File: config.mk
export PLATFORM = sky130hd
export DESIGN_NAME = rivm_vector_map
export DESIGN_NICKNAME = d
export VERILOG_FILES = /design/src/hdl/rivm_prio_enc.v /design/src/hdl/rivm_change_guard.v /design/src/hdl/rivm_vector_map.v
export VERILOG_INCLUDE_DIRS = /design/src /design/src/hdl
export SDC_FILE = /design/constraint.sdc
export NUM_CORES = 1
export LEC_CHECK = 0
export BUFFER_PORTS_ARGS = -buffer_cell sky130_fd_sc_hd__buf_4
export CAP_MARGIN = 20
export CORE_MARGIN = 5
export CORE_UTILIZATION = 35
export DETAILED_ROUTE_END_ITERATION = 16
export PLACE_DENSITY = 0.52
export SYNTH_ARGS = -nofsm -noshare
export SYNTH_HDL_FRONTEND = slang
export SYNTH_SLANG_ARGS = --single-unit
File: constraint.sdc
create_clock -name clk -period 8.15 [get_ports clk]
set_clock_uncertainty 0.05 [all_clocks]
set_input_delay 0.815 -clock clk [delete_from_list [all_inputs] [get_ports clk]]
set_output_delay 0.815 -clock clk [all_outputs]
set_load 0.01 [all_outputs]
File: src/hdl/rivm_map.vh
`ifndef RIVM_MAP_VH
`define RIVM_MAP_VH

// Register byte offsets
`define RIVM_OFS_GIC        8'h00
`define RIVM_OFS_MASK       8'h04
`define RIVM_OFS_PEND       8'h08
`define RIVM_OFS_STATUS     8'h0C
`define RIVM_OFS_RESET      8'h10
`define RIVM_OFS_LOOKUP     8'h14
`define RIVM_OFS_TAKEN      8'h18

// Control register fields
`define RIVM_GIC_CHG_BIT    0
`define RIVM_GIC_SEL_BIT    1

// Status register fields
`define RIVM_ST_WIN_BIT     0
`define RIVM_ST_BLOCK_BIT   1
`define RIVM_ST_VALID_BIT   2
`define RIVM_ST_SEL_BIT     3
`define RIVM_ST_NUM_LSB     8
`define RIVM_ST_FUSE_BIT    16

// Lookup register fields
`define RIVM_LK_NUM_LSB     20

// Reset values
`define RIVM_RST_MASK       20'h00000
`define RIVM_RST_SEL        1'b0

// Vector layout
`define RIVM_RESET_ADDR     14'h0000
`define RIVM_VEC_BASE       14'h0002
`define RIVM_VEC_FIRST      5'h02
`define RIVM_VEC_LAST       5'h15
`define RIVM_RESET_VEC      5'h01

// Timing
`define RIVM_CHG_WINDOW     3'h4

// Bus answers
`define RIVM_RESP_OKAY      2'h0
`define RIVM_RESP_SLVERR    2'h2

`endif

File: src/hdl/rivm_prio_enc.v
`timescale 1ns/1ps
`include "rivm_map.vh"

module rivm_prio_enc #(
  parameter NSRC = 20
) (
  // Requests
  input  wire [NSRC-1:0] pend,
  // Winner
  output reg             any,
  output reg  [4:0]      idx,
  output reg  [NSRC-1:0] onehot
);

  integer i;

  // Lowest index wins
  always @*
  begin
    any    = 1'b0;
    idx    = 5'h00;
    onehot = {NSRC{1'b0}};
    for (i = NSRC - 1; i >= 0; i = i - 1)
    begin
      if (pend[i])
      begin
        any    = 1'b1;
        idx    = i[4:0];
        onehot = {{(NSRC-1){1'b0}}, 1'b1} << i;
      end
    end
  end

endmodule // rivm_prio_enc

File: src/hdl/rivm_change_guard.v
`timescale 1ns/1ps
`include "rivm_map.vh"

module rivm_change_guard (
  // Clock and reset
  input  wire clk,
  input  wire nrst,
  // Control events
  input  wire chg_start,
  input  wire sel_write,
  input  wire instr_retire,
  // State
  output wire window_open,
  output wire irq_block
);

  localparam [2:0] ST_IDLE = 3'b001;
  localparam [2:0] ST_OPEN = 3'b010;
  localparam [2:0] ST_WAIT = 3'b100;

  reg [2:0] state_r;
  reg [2:0] cnt_r;

  always @(posedge clk)
  begin
    if (!nrst)
    begin
      state_r <= ST_IDLE;
      cnt_r   <= 3'h0;
    end
    else if (chg_start)
    begin
      state_r <= ST_OPEN;
      cnt_r   <= 3'h1;
    end
    else
    begin
      case (state_r)
        ST_OPEN:
        begin
          if (sel_write)
            state_r <= ST_WAIT;
          else if (cnt_r == `RIVM_CHG_WINDOW)
            state_r <= ST_IDLE;
          cnt_r <= cnt_r + 3'h1;
        end
        ST_WAIT:
        begin
          if (instr_retire)
            state_r <= ST_IDLE;
        end
        ST_IDLE:
          cnt_r <= 3'h0;
        default:
          state_r <= ST_IDLE;
      endcase
    end
  end

  // Window open for select write
  assign window_open = (state_r == ST_OPEN);
  // Requests held off, global enable untouched
  assign irq_block   = (state_r != ST_IDLE);

endmodule // rivm_change_guard

File: src/hdl/rivm_vector_map.v
`timescale 1ns/1ps
`include "rivm_map.vh"

// Behaviour
// - All resets start at word address zero unless boot fuse relocates it.
// - External requests 0, 1, 2 vector to 0x002, 0x004, 0x006.
// - Timer 2 compare at 0x008, overflow at 0x00A.
// - Timer 1 capture 0x00C, compare A 0x00E, compare B 0x010, overflow 0x012.
// - Timer 0 compare at 0x014, overflow at 0x016.
// - Serial done 0x018, rx 0x01A, tx empty 0x01C, tx done 0x01E.
// - Converter done 0x020, EEPROM ready 0x022, comparator 0x024.
// - Two-wire 0x026, program store ready 0x028, twenty-one vectors total.
// - Programmed boot fuse (0) starts execution at boot reset address.
// - Select bit set adds boot section start to each interrupt vector address.
// - Vector table starts at 0x0002 or boot address plus 0x0002.
// - Vector fetch happens only when an enabled interrupt is taken.
// - Change enable blocks interrupts until after next instruction or four cycles.
// - Select bit is bit 1, change enable bit 0 of control register.
module rivm_vector_map #(
  parameter ADDR_W = 14,
  parameter NSRC   = 20,
  parameter AXI_AW = 8
) (
  // Clock and reset
  input  wire              clk,
  input  wire              nrst,
  // Fuses and boot section
  input  wire              boot_reset_fuse,
  input  wire [ADDR_W-1:0] boot_start_addr,
  // Peripheral requests
  input  wire [NSRC-1:0]   irq_req,
  output wire [NSRC-1:0]   irq_taken,
  // CPU fetch side
  input  wire              global_irq_enable,
  input  wire              instr_retire,
  input  wire              irq_ack,
  output wire              irq_valid,
  output wire [ADDR_W-1:0] irq_vector_addr,
  output wire [4:0]        irq_vector_num,
  output wire [ADDR_W-1:0] reset_fetch_addr,
  output wire              reset_fetch,
  // AXI4-Lite write address
  input  wire [AXI_AW-1:0] s_axi_awaddr,
  input  wire [2:0]        s_axi_awprot,
  input  wire              s_axi_awvalid,
  output wire              s_axi_awready,
  // AXI4-Lite write data
  input  wire [31:0]       s_axi_wdata,
  input  wire [3:0]        s_axi_wstrb,
  input  wire              s_axi_wvalid,
  output wire              s_axi_wready,
  // AXI4-Lite write response
  output wire [1:0]        s_axi_bresp,
  output wire              s_axi_bvalid,
  input  wire              s_axi_bready,
  // AXI4-Lite read address
  input  wire [AXI_AW-1:0] s_axi_araddr,
  input  wire [2:0]        s_axi_arprot,
  input  wire              s_axi_arvalid,
  output wire              s_axi_arready,
  // AXI4-Lite read data
  output wire [31:0]       s_axi_rdata,
  output wire [1:0]        s_axi_rresp,
  output wire              s_axi_rvalid,
  input  wire              s_axi_rready
);

  localparam [ADDR_W-1:0] RESET_ADDR = `RIVM_RESET_ADDR;
  localparam [ADDR_W-1:0] VEC_BASE   = `RIVM_VEC_BASE;

  // Vector address of source index
  function [ADDR_W-1:0] vec_addr;
    input [4:0]        idx;
    input              sel;
    input [ADDR_W-1:0] boot;
    reg   [ADDR_W-1:0] base;
    begin
      base     = VEC_BASE + {{(ADDR_W-6){1'b0}}, idx, 1'b0};
      vec_addr = sel ? base + boot : base;
    end
  endfunction

  // Word select of bus address
  function [AXI_AW-1:0] word_of;
    input [AXI_AW-1:0] a;
    begin
      word_of = {a[AXI_AW-1:2], 2'b00};
    end
  endfunction

  // Control and configuration state
  reg              sel_r;
  reg [NSRC-1:0]   mask_r;
  reg [4:0]        lookup_r;
  reg [15:0]       taken_cnt_r;
  reg [ADDR_W-1:0] reset_addr_r;
  reg              reset_fetch_r;
  reg              boot_seen_r;

  // Arbitration result
  reg              pend_any_r;
  reg [4:0]        pend_idx_r;
  reg [NSRC-1:0]   pend_hot_r;
  reg [ADDR_W-1:0] vec_addr_r;

  // Bus write side
  reg              aw_hold_r;
  reg [AXI_AW-1:0] awaddr_r;
  reg              w_hold_r;
  reg [31:0]       wdata_r;
  reg [3:0]        wstrb_r;
  reg              bvalid_r;
  reg [1:0]        bresp_r;

  // Bus read side
  reg              rvalid_r;
  reg [31:0]       rdata_r;
  reg [1:0]        rresp_r;
  reg [31:0]       rd_nxt;
  reg              rd_hit;

  wire [NSRC-1:0]  pend;
  wire             enc_any;
  wire [4:0]       enc_idx;
  wire [NSRC-1:0]  enc_hot;
  wire             window_open;
  wire             irq_block;
  wire             do_write;
  wire             wr_gic;
  wire             chg_start;
  wire             sel_write;
  wire             still_pend;
  wire             take;
  wire [ADDR_W-1:0] lookup_addr;

  // Enabled pending requests
  assign pend = irq_req & mask_r;

  rivm_prio_enc #(
    .NSRC (NSRC)
  ) u_enc (
    .pend   (pend),
    .any    (enc_any),
    .idx    (enc_idx),
    .onehot (enc_hot)
  );

  // Control register write decode
  assign do_write  = aw_hold_r & w_hold_r & ~bvalid_r;
  assign wr_gic    = do_write & (word_of(awaddr_r) == `RIVM_OFS_GIC) & wstrb_r[0];
  assign chg_start = wr_gic & wdata_r[`RIVM_GIC_CHG_BIT];
  assign sel_write = wr_gic & ~wdata_r[`RIVM_GIC_CHG_BIT] & window_open;

  rivm_change_guard u_guard (
    .clk          (clk),
    .nrst         (nrst),
    .chg_start    (chg_start),
    .sel_write    (sel_write),
    .instr_retire (instr_retire),
    .window_open  (window_open),
    .irq_block    (irq_block)
  );

  // Vector select, changed only inside the window
  always @(posedge clk)
  begin
    if (!nrst)
      sel_r <= `RIVM_RST_SEL;
    else if (sel_write)
      sel_r <= wdata_r[`RIVM_GIC_SEL_BIT];
  end

  // Reset start address from boot fuse
  always @(posedge clk)
  begin
    if (!nrst)
    begin
      reset_addr_r  <= boot_reset_fuse ? RESET_ADDR : boot_start_addr;
      reset_fetch_r <= 1'b0;
      boot_seen_r   <= 1'b0;
    end
    else
    begin
      reset_addr_r  <= boot_reset_fuse ? RESET_ADDR : boot_start_addr;
      reset_fetch_r <= ~boot_seen_r;
      boot_seen_r   <= 1'b1;
    end
  end

  // Registered arbitration
  always @(posedge clk)
  begin
    if (!nrst)
    begin
      pend_any_r <= 1'b0;
      pend_idx_r <= 5'h00;
      pend_hot_r <= {NSRC{1'b0}};
      vec_addr_r <= VEC_BASE;
    end
    else
    begin
      pend_any_r <= enc_any;
      pend_idx_r <= enc_idx;
      pend_hot_r <= enc_hot;
      vec_addr_r <= vec_addr(enc_idx, sel_r, boot_start_addr);
    end
  end

  // Offer vector only for a live enabled request
  assign still_pend = |(pend & pend_hot_r);
  assign irq_valid  = pend_any_r & still_pend & global_irq_enable & ~irq_block;
  assign take       = irq_valid & irq_ack;
  assign irq_taken  = take ? pend_hot_r : {NSRC{1'b0}};

  assign irq_vector_addr  = vec_addr_r;
  assign irq_vector_num   = pend_idx_r + `RIVM_VEC_FIRST;
  assign reset_fetch_addr = reset_addr_r;
  assign reset_fetch      = reset_fetch_r;

  // Vector lookup for any vector number
  assign lookup_addr = (lookup_r == `RIVM_RESET_VEC) ? reset_addr_r :
                       ((lookup_r >= `RIVM_VEC_FIRST) && (lookup_r <= `RIVM_VEC_LAST)) ?
                       vec_addr(lookup_r - `RIVM_VEC_FIRST, sel_r, boot_start_addr) :
                       {ADDR_W{1'b0}};

  // Bus write channels, either order
  assign s_axi_awready = ~aw_hold_r & ~bvalid_r;
  assign s_axi_wready  = ~w_hold_r & ~bvalid_r;
  assign s_axi_bvalid  = bvalid_r;
  assign s_axi_bresp   = bresp_r;

  always @(posedge clk)
  begin
    if (!nrst)
    begin
      aw_hold_r <= 1'b0;
      awaddr_r  <= {AXI_AW{1'b0}};
      w_hold_r  <= 1'b0;
      wdata_r   <= 32'h00000000;
      wstrb_r   <= 4'h0;
      bvalid_r  <= 1'b0;
      bresp_r   <= `RIVM_RESP_OKAY;
    end
    else
    begin
      if (s_axi_awvalid && s_axi_awready)
      begin
        aw_hold_r <= 1'b1;
        awaddr_r  <= s_axi_awaddr;
      end
      if (s_axi_wvalid && s_axi_wready)
      begin
        w_hold_r <= 1'b1;
        wdata_r  <= s_axi_wdata;
        wstrb_r  <= s_axi_wstrb;
      end
      if (do_write)
      begin
        aw_hold_r <= 1'b0;
        w_hold_r  <= 1'b0;
        bvalid_r  <= 1'b1;
        bresp_r   <= (word_of(awaddr_r) > `RIVM_OFS_TAKEN) ? `RIVM_RESP_SLVERR : `RIVM_RESP_OKAY;
      end
      else if (bvalid_r && s_axi_bready)
        bvalid_r <= 1'b0;
    end
  end

  // Writable configuration with byte strobes
  always @(posedge clk)
  begin
    if (!nrst)
    begin
      mask_r   <= `RIVM_RST_MASK;
      lookup_r <= 5'h00;
    end
    else if (do_write)
    begin
      if (word_of(awaddr_r) == `RIVM_OFS_MASK)
      begin
        if (wstrb_r[0])
          mask_r[7:0] <= wdata_r[7:0];
        if (wstrb_r[1])
          mask_r[15:8] <= wdata_r[15:8];
        if (wstrb_r[2])
          mask_r[NSRC-1:16] <= wdata_r[NSRC-1:16];
      end
      if ((word_of(awaddr_r) == `RIVM_OFS_LOOKUP) && wstrb_r[0])
        lookup_r <= wdata_r[4:0];
    end
  end

  // Taken counter, a take in the clearing cycle leaves it at one
  always @(posedge clk)
  begin
    if (!nrst)
      taken_cnt_r <= 16'h0000;
    else if (take)
      taken_cnt_r <= (do_write && (word_of(awaddr_r) == `RIVM_OFS_TAKEN)) ?
                     16'h0001 : taken_cnt_r + 16'h0001;
    else if (do_write && (word_of(awaddr_r) == `RIVM_OFS_TAKEN))
      taken_cnt_r <= 16'h0000;
  end

  // Read mux
  always @*
  begin
    rd_nxt = 32'h00000000;
    rd_hit = 1'b1;
    case (word_of(s_axi_araddr))
      `RIVM_OFS_GIC:
      begin
        rd_nxt[`RIVM_GIC_SEL_BIT] = sel_r;
        rd_nxt[`RIVM_GIC_CHG_BIT] = window_open;
      end
      `RIVM_OFS_MASK:
        rd_nxt[NSRC-1:0] = mask_r;
      `RIVM_OFS_PEND:
        rd_nxt[NSRC-1:0] = pend;
      `RIVM_OFS_STATUS:
      begin
        rd_nxt[`RIVM_ST_WIN_BIT]   = window_open;
        rd_nxt[`RIVM_ST_BLOCK_BIT] = irq_block;
        rd_nxt[`RIVM_ST_VALID_BIT] = irq_valid;
        rd_nxt[`RIVM_ST_SEL_BIT]   = sel_r;
        rd_nxt[`RIVM_ST_NUM_LSB +: 5] = pend_any_r ? irq_vector_num : 5'h00;
        rd_nxt[`RIVM_ST_FUSE_BIT]  = boot_reset_fuse;
      end
      `RIVM_OFS_RESET:
        rd_nxt[ADDR_W-1:0] = reset_addr_r;
      `RIVM_OFS_LOOKUP:
      begin
        rd_nxt[ADDR_W-1:0] = lookup_addr;
        rd_nxt[`RIVM_LK_NUM_LSB +: 5] = lookup_r;
      end
      `RIVM_OFS_TAKEN:
        rd_nxt[15:0] = taken_cnt_r;
      default:
        rd_hit = 1'b0;
    endcase
  end

  // Bus read channels
  assign s_axi_arready = ~rvalid_r;
  assign s_axi_rvalid  = rvalid_r;
  assign s_axi_rdata   = rdata_r;
  assign s_axi_rresp   = rresp_r;

  always @(posedge clk)
  begin
    if (!nrst)
    begin
      rvalid_r <= 1'b0;
      rdata_r  <= 32'h00000000;
      rresp_r  <= `RIVM_RESP_OKAY;
    end
    else if (s_axi_arvalid && s_axi_arready)
    begin
      rvalid_r <= 1'b1;
      rdata_r  <= rd_nxt;
      rresp_r  <= rd_hit ? `RIVM_RESP_OKAY : `RIVM_RESP_SLVERR;
    end
    else if (rvalid_r && s_axi_rready)
      rvalid_r <= 1'b0;
  end

endmodule // rivm_vector_map

==> impl_metrics.yaml, run 1 <==
run_status:
  status: "complete, no violations"
sta:
  period_share_pct: 48.3
  finalSetupViolations: 0
  slew_headroom_pct: 28.4
  hold_viol: 0
  fin_hold_ws_ns: 0.341
  period_needed_ns: 3.94
  setup_tns_ns: 0
  tightest_slew_ns: 1.07
  final-max-slew-violation-count: 0
  grt_setup_unrepaired: "false"
  clock.fmax_mhz: 254
yosys:
  synth_area_leaders: "dfxtp_1 (40%), nand2_1 (7.1%), nand3_1 (3.7%)"
  synthDistinctLibCells: 69
  synthCells: 1001
  yosysWarnings: 0
  ys_ff_latch: 164
  yosysTopAreaCell: "dfxtp_1"
  synth_edf_count: 0
  synthFlopType: "dfxtp_1"
  synth_top_area_share_pct: 39.6
  syn-cell-area_um2: 8300
  synth.most_common_cell: "dfxtp_1"
  async_flop_share_pct: 0
  ys_seq_area_share_pct: 39.6
  synthTopCellsByCount: "dfxtp_1 (164), nand2_1 (157), nor2_1 (70)"
  synth.avg_cell_area_um2: 8.29
drt:
  drtPass1Iterations: 5
  wl_mm: 27.0
  drc_errors: 0
  drt_iter0_markers: 552
  vias: 7645
  wl_per_cell_um: 18.3
  viasPerCell: 5.18
  final_antenna_net_count: 0
setup_path:
  path_cells: "buf_4 -> nand2_1 -> nand3_1 -> a311o_1 -> nand4_1 -> nand3_1 -> inv_1 -> ha_1 -> xor2_1 -> ha_1 -> a21o_1 -> a21oi_1 -> nor2b_1 -> o311a_1 -> nand4_1 -> xor2_1 -> nor2_1"
  cp-start-kind: "input port"
  crit_arrival_ns: 4.20
  slowest_stage: "a311o_1"
  crit_path_start: "irq_req[18]"
  cp_slowest_stage_delay_ns: 0.40
  criticalPathCategory: "input port to flip-flop"
  rrSetupSlack_ns: 4.24
  worst_setup_path_end_kind: "flip-flop"
  r2r-start: "mask_r[16]"
  cp.required_ns: 8.41
  crit_fanout: 4
power_and_ir_drop:
  power_leakage_nw: 4.26
  powerDensity_nw_per_um2: 181
  peakVddDrop_uv: 129
finish:
  drive_above_1_share_pct: 19.3
  area_growth_pct: 25.3
  fin_nets: 1273
  num_antenna_cells: 0
  fillers: 2383
  regArea_um2: 3280
  multi_input_area_um2: 4720
clocking:
  post_cts_buffers: 0
  cts_root_buf: "clkbuf_16"
  cts_resized: 0
  hold_buffers: 0
  cts_sinks: 164
  clock_latency_ns: 0.43
  cts_tree: "built"
  htreeDepth: 4
  path_clk_slew_ns: 0.07
  numCtsBuffers: 17
  clk_path_buf_depth: 2
place:
  numPortBuffers: 166
  gp_congestion: 0.894
  hpwl_mm: 20.7
worst_hold_path:
  worstHoldStart: "boot_seen_r"
  hold_class: "flip-flop to flip-flop"
global_route:
  antenna_found_initial: 0
  grt_pass1_vias: 7239
  grt_max_degree: 84
  grt.overflow.total: 0
  track_usage_pct: 19.9
  grt_pass1_wl_mm: 41.4
floorplanning:
  std_cell_rows: 56
  initial_core_util_pct: 35.5
  die-area_um2: 26900
  die_w_um: 164
  coreArea_um2: 23400
  io-pin-count: 199
  die_h_um: 164
run:
  drv_cap: 0
-- kinds of logic after synthesis --
family | count (synthesis) | share of synthesized area (%)
fa+ha+maj | 25 | 3.95
other cells | 1 | 0.0452
mux | 19 | 2.29
flops | 164 | 39.6
buf+inv | 75 | 4.06
compound gates | 207 | 17.4
simple gates | 470 | 28.5
xor+xnor | 40 | 4.22
-- where the power goes --
group	switching, W	internal (W)
Sequential	0.0000170	0.000820
Clock	0.000361	0.000526
Combinational	0.0000842	0.0000704
-- worst max-delay path, delay by kind of cell --
kind	cells	cell delay (ns)
AOI/OAI and AO/OA	4	1.18
buffers and inverters	2	0.24
and+or+nand+nor	7	0.92
xor gates and xnor gates	2	0.50
adders and majority gates	2	0.54
-- area by class of cell --
class                      count  area share (%)
clock buffer                  18            4.22
clock inverter                14            1.91
inverter                      19           0.686
multi-input combinational    771            45.3
sequential                   164            31.6
tap                          319            3.84
timing repair buffer         172            12.4
-- registers in the layout (all words and copies together), names as in the netlist, 6 cells and up --
| register | count |
|---|---|
| wdata_r | 20 |
| pend_hot_r | 20 |
| irq_vector_addr | 14 |
| awaddr_r | 6 |
| s_axi_rdata | 25 |
| reset_fetch_addr | 14 |
| mask_r | 20 |
| taken_cnt_r | 16 |
-- path summary, 6_finish.rpt --
kind | end | cells past startpoint
worst min-delay path | reset_fetch | 1
worst min register to register | reset_fetch | 1
worst max register to register | irq_vector_addr[13] | 16
worst max-delay path | irq_vector_addr[13] | 17
-- layer usage --
metal  global-route usage (%)  up-vias  part of all wire [%]
met3                     5.32       29                   7.2
met4                     5.64        0                   1.9
met5                        0        -                     0
met1                     26.9     3604                    45
li1                         -     3785                     -
met2                     31.3      227                    45
-- through the flow --
step                      instance area, µm²  std cells  setup WS, ns  total power (W)  util, %
final                                  10400       1477          4.21          0.00188     44.4
after global routing                   10400       1477          4.01          0.00194     44.4
after floorplan                         8330       1010          4.55         0.000936        -
after CTS                              10400       1477          4.23          0.00190     44.4
after detailed placement                9760       1445          3.80          0.00101     41.7
after global placement                  9760       1445          3.79          0.00101     41.7
-- cells in the final DEF (no fill, tap or decap), types with 8 or more instances in the layout --
| cell | count |
|---|---|
| a21o_1 | 16 |
| inv_1 | 19 |
| a221oi_1 | 15 |
| and3_1 | 11 |
| o21ai_1 | 13 |
| a31oi_1 | 8 |
| a21oi_1 | 37 |
| a21boi_0 | 25 |
| ha_1 | 23 |
| nand4_1 | 23 |
| nor2_1 | 69 |
| nor3b_1 | 13 |
| nand2_1 | 157 |
| nand3_1 | 61 |
| nor3_1 | 14 |
| mux2i_1 | 19 |
| and2_1 | 36 |
| xnor2_1 | 17 |
| conb_1 | 10 |
| a21boi_1 | 27 |
| o21ai_0 | 16 |
| xor2_1 | 23 |
| buf_4 | 172 |
| clkbuf_16 | 17 |
| dfxtp_1 | 164 |
| nor2b_1 | 40 |
No activity file was read; power rests on OpenSTA's default activity.
==> inputs of run 2 (changes only) <==
--- a/config.mk
+++ b/config.mk
@@ -6,12 +6,13 @@
 export SDC_FILE = /design/constraint.sdc
 export NUM_CORES = 1
 export LEC_CHECK = 0
+export ABC_AREA = 1
 export BUFFER_PORTS_ARGS = -buffer_cell sky130_fd_sc_hd__buf_4
 export CAP_MARGIN = 20
 export CORE_MARGIN = 5
 export CORE_UTILIZATION = 35
 export DETAILED_ROUTE_END_ITERATION = 16
-export PLACE_DENSITY = 0.52
+export PLACE_DENSITY = 0.54
 export SYNTH_ARGS = -nofsm -noshare
 export SYNTH_HDL_FRONTEND = slang
 export SYNTH_SLANG_ARGS = --single-unit
==> constraint.sdc (replaced) <==
create_clock -name clk -period 3.6 [get_ports clk]
set_clock_uncertainty 0.05 [all_clocks]
set_input_delay 0.36 -clock clk [delete_from_list [all_inputs] [get_ports clk]]
set_output_delay 0.36 -clock clk [all_outputs]
set_load 0.01 [all_outputs]
==> run 2 against run 1 <==
Against the previous run:
- first-iteration DRC count decreased by 14%
- clock power rose by 120%
- design area up 5.0%
- die area rose by 4.0%
- register-to-register slack lost 3.9 ns
- via count grew 11%
- utilization up 0.47 points
- final cell count is 17% higher
- clock-buffer cell count is the same
- sequential power is 130% higher
- largest power group unchanged
==> impl_metrics.yaml, run 2 <==
drt:
  drtPass1Iterations: 5
  vias: 8465
  final_antenna_net_count: 0
  viasPerCell: 4.89
  wl_per_cell_um: 16.5
  drc_errors: 0
  wl_mm: 28.6
  drt_iter0_markers: 475
global_route:
  busiest_layer: "met2"
  track_usage_pct: 20.2
  grt_pass1_wl_mm: 45.1
  grtUsageMet2_pct: 32.0
  grt_max_degree: 53
  antenna_found_initial: 0
  grt.overflow.total: 0
  grt_pass1_vias: 8228
  grtUsageMet1_pct: 27.5
  grt.met3_usage_pct: 4.88
finish:
  fillers: 2543
  drive_above_1_share_pct: 22.5
  regArea_um2: 3290
  final_util_pct: 44.9
  multi_input_area_um2: 4560
  largest_reg_flops: 25
  num_antenna_cells: 0
  layout_commonest_cell: "nand2_1"
  area_growth_pct: 26.2
  fin_nets: 1522
  layout_common_cells: "nand2_1 (212), buf_4 (187), nor2_1 (165)"
  fin_area_um2: 10900
place:
  hpwl_mm: 22.3
  numPortBuffers: 166
  gp_congestion: 0.922
  dpl-instance-area_um2: 10200
yosys:
  synthDistinctLibCells: 57
  synth_top_area_share_pct: 37.9
  synthTopCellsByCount: "nand2_1 (217), nor2_1 (167), dfxtp_1 (164)"
  synthFlopType: "dfxtp_1"
  synth.avg_cell_area_um2: 7.07
  yosysWarnings: 0
  ys_ff_latch: 164
  synth_area_leaders: "dfxtp_1 (38%), nand2_1 (9.4%), nor2_1 (7.2%)"
  synthCells: 1224
  syn-cell-area_um2: 8650
  async_flop_share_pct: 0
  synth.most_common_cell: "nand2_1"
  ys_seq_area_share_pct: 37.9
  synth_edf_count: 0
  yosysTopAreaCell: "dfxtp_1"
floorplanning:
  die_h_um: 167
  io-pin-count: 199
  die-area_um2: 28000
  coreArea_um2: 24300
  initial_core_util_pct: 35.6
  std_cell_rows: 57
  die_w_um: 167
sta:
  slew_headroom_pct: 50.3
  setup_tns_ns: 0
  grt_setup_unrepaired: "false"
  period_share_pct: 89.8
  finalSetupViolations: 0
  clock.fmax_mhz: 309
  period_needed_ns: 3.23
  hold_viol: 0
  tightest_slew_ns: 0.745
  final-max-slew-violation-count: 0
setup_path:
  cp.required_ns: 3.88
  cp-start-kind: "flip-flop"
  rrSetupSlack_ns: 0.37
  crit_fanout: 5
  crit_arrival_ns: 3.51
  criticalPathCategory: "flip-flop to flip-flop"
  worst_setup_path_end_kind: "flip-flop"
clocking:
  htreeDepth: 4
  hold_buffers: 0
  cts_sinks: 164
  path_clk_slew_ns: 0.07
  clk_path_buf_depth: 2
  numCtsBuffers: 17
  cts_tree: "built"
  clock_latency_ns: 0.43
  cts_root_buf: "clkbuf_16"
power_and_ir_drop:
  peakVddDrop_uv: 208
  powerDensity_nw_per_um2: 386
  power_leakage_nw: 4.86
worst_hold_path:
  hold_class: "input port to flip-flop"
run_status:
  status: "complete, no violations"
run:
  drv_cap: 0
run 2: changes by cell type after synthesis, moves of 22 or more:
cell and change:
o21ai_0 +66, o22ai_1 +22, a21oi_1 +68, a21boi_1 -26, a21boi_0 -24, nor2b_1 -40, and2_1 -35, nand2_1 +60
nor2_1 +97, inv_1 +140
run 2: stage by stage:
step	total power [W]	std cells	setup slack, ns	hold WS (ns)
floorplan	0.00215	1233	0.495	0.318
global placement	0.00234	1698	0.116	0.332
detailed placement	0.00234	1698	0.00261	0.331
CTS	0.00425	1730	0.104	0.0551
global route	0.00439	1731	0.00793	0.0732
finish	0.00421	1731	0.369	0.0727
run 2: worst max-delay path, cell delays in order (launching register included):
cell and delay [ns]:
dfxtp_1 0.36, nand2_1 0.21, nand2_1 0.12, nor2_1 0.24, nand2_1 0.10, a31oi_1 0.30
nor3_4 0.11, nand2_1 0.08, inv_1 0.05, nand3_1 0.07, nand2_1 0.07, nand2_1 0.06
inv_1 0.04, ha_1 0.31, o21ai_1 0.06, and2_1 0.14, inv_1 0.07, a21oi_1 0.07
o21ai_2 0.19, nand2_1 0.10, nor2_2 0.13, a21oi_1 0.07, o21a_1 0.12
run 2: cell type report:
cell class | count | area share, %
Tap cell | 324 | 3.71
Clock buffer | 18 | 3.93
Timing Repair Buffer | 187 | 12.9
Clock inverter | 14 | 1.65
Sequential cell | 164 | 30.1
Multi-Input combinational cell | 848 | 41.7
Inverter | 176 | 6.06
run 2: logic make-up after synthesis:
family	share of synthesized area, %
and+or+nand+nor	27.6
other	0.0433
AOI/OAI and AO/OA	17.9
buffers and inverters	10.7
xor gates and xnor gates	2.02
adders and majority gates	3.79
DFF	37.9
run 2: path summary, 6_finish.rpt:
path | start | end | cells past startpoint
min | s_axi_bready | s_axi_bvalid | 2
max reg2reg | mask_r[6] | irq_vector_addr[13] | 22
min reg2reg | boot_seen_r | reset_fetch | 1
max | mask_r[6] | irq_vector_addr[13] | 22
run 2: report_power, final:
| group | internal [W] | switching, W | total [W] | leakage (nW) |
|---|---|---|---|---|
| Sequential | 0.00187 | 0.0000327 | 0.00190 | 1.34 |
| Combinational | 0.000156 | 0.000243 | 0.000399 | 3.22 |
| Clock | 0.00106 | 0.000853 | 0.00191 | 0.300 |
| Total | 0.00308 | 0.00113 | 0.00421 | 4.86 |
run 2: what timing repair did:
item                                    4_1_cts  5_1_grt
setup buffers                                 0        1
resized for setup                             0       20
hold endpoints to repair                      0        0
endpoints found under the setup margin        0        7
run 2: layer usage:
| metal | wire length (µm) | vias to the layer above | share of wire, % |
|---|---|---|---|
| met4 | 566 | 0 | 2.0 |
| met5 | 0 | - | 0 |
| li1 | - | 4294 | - |
| met3 | 2130 | 37 | 7.4 |
| met2 | 12800 | 279 | 45 |
| met1 | 13100 | 3855 | 46 |
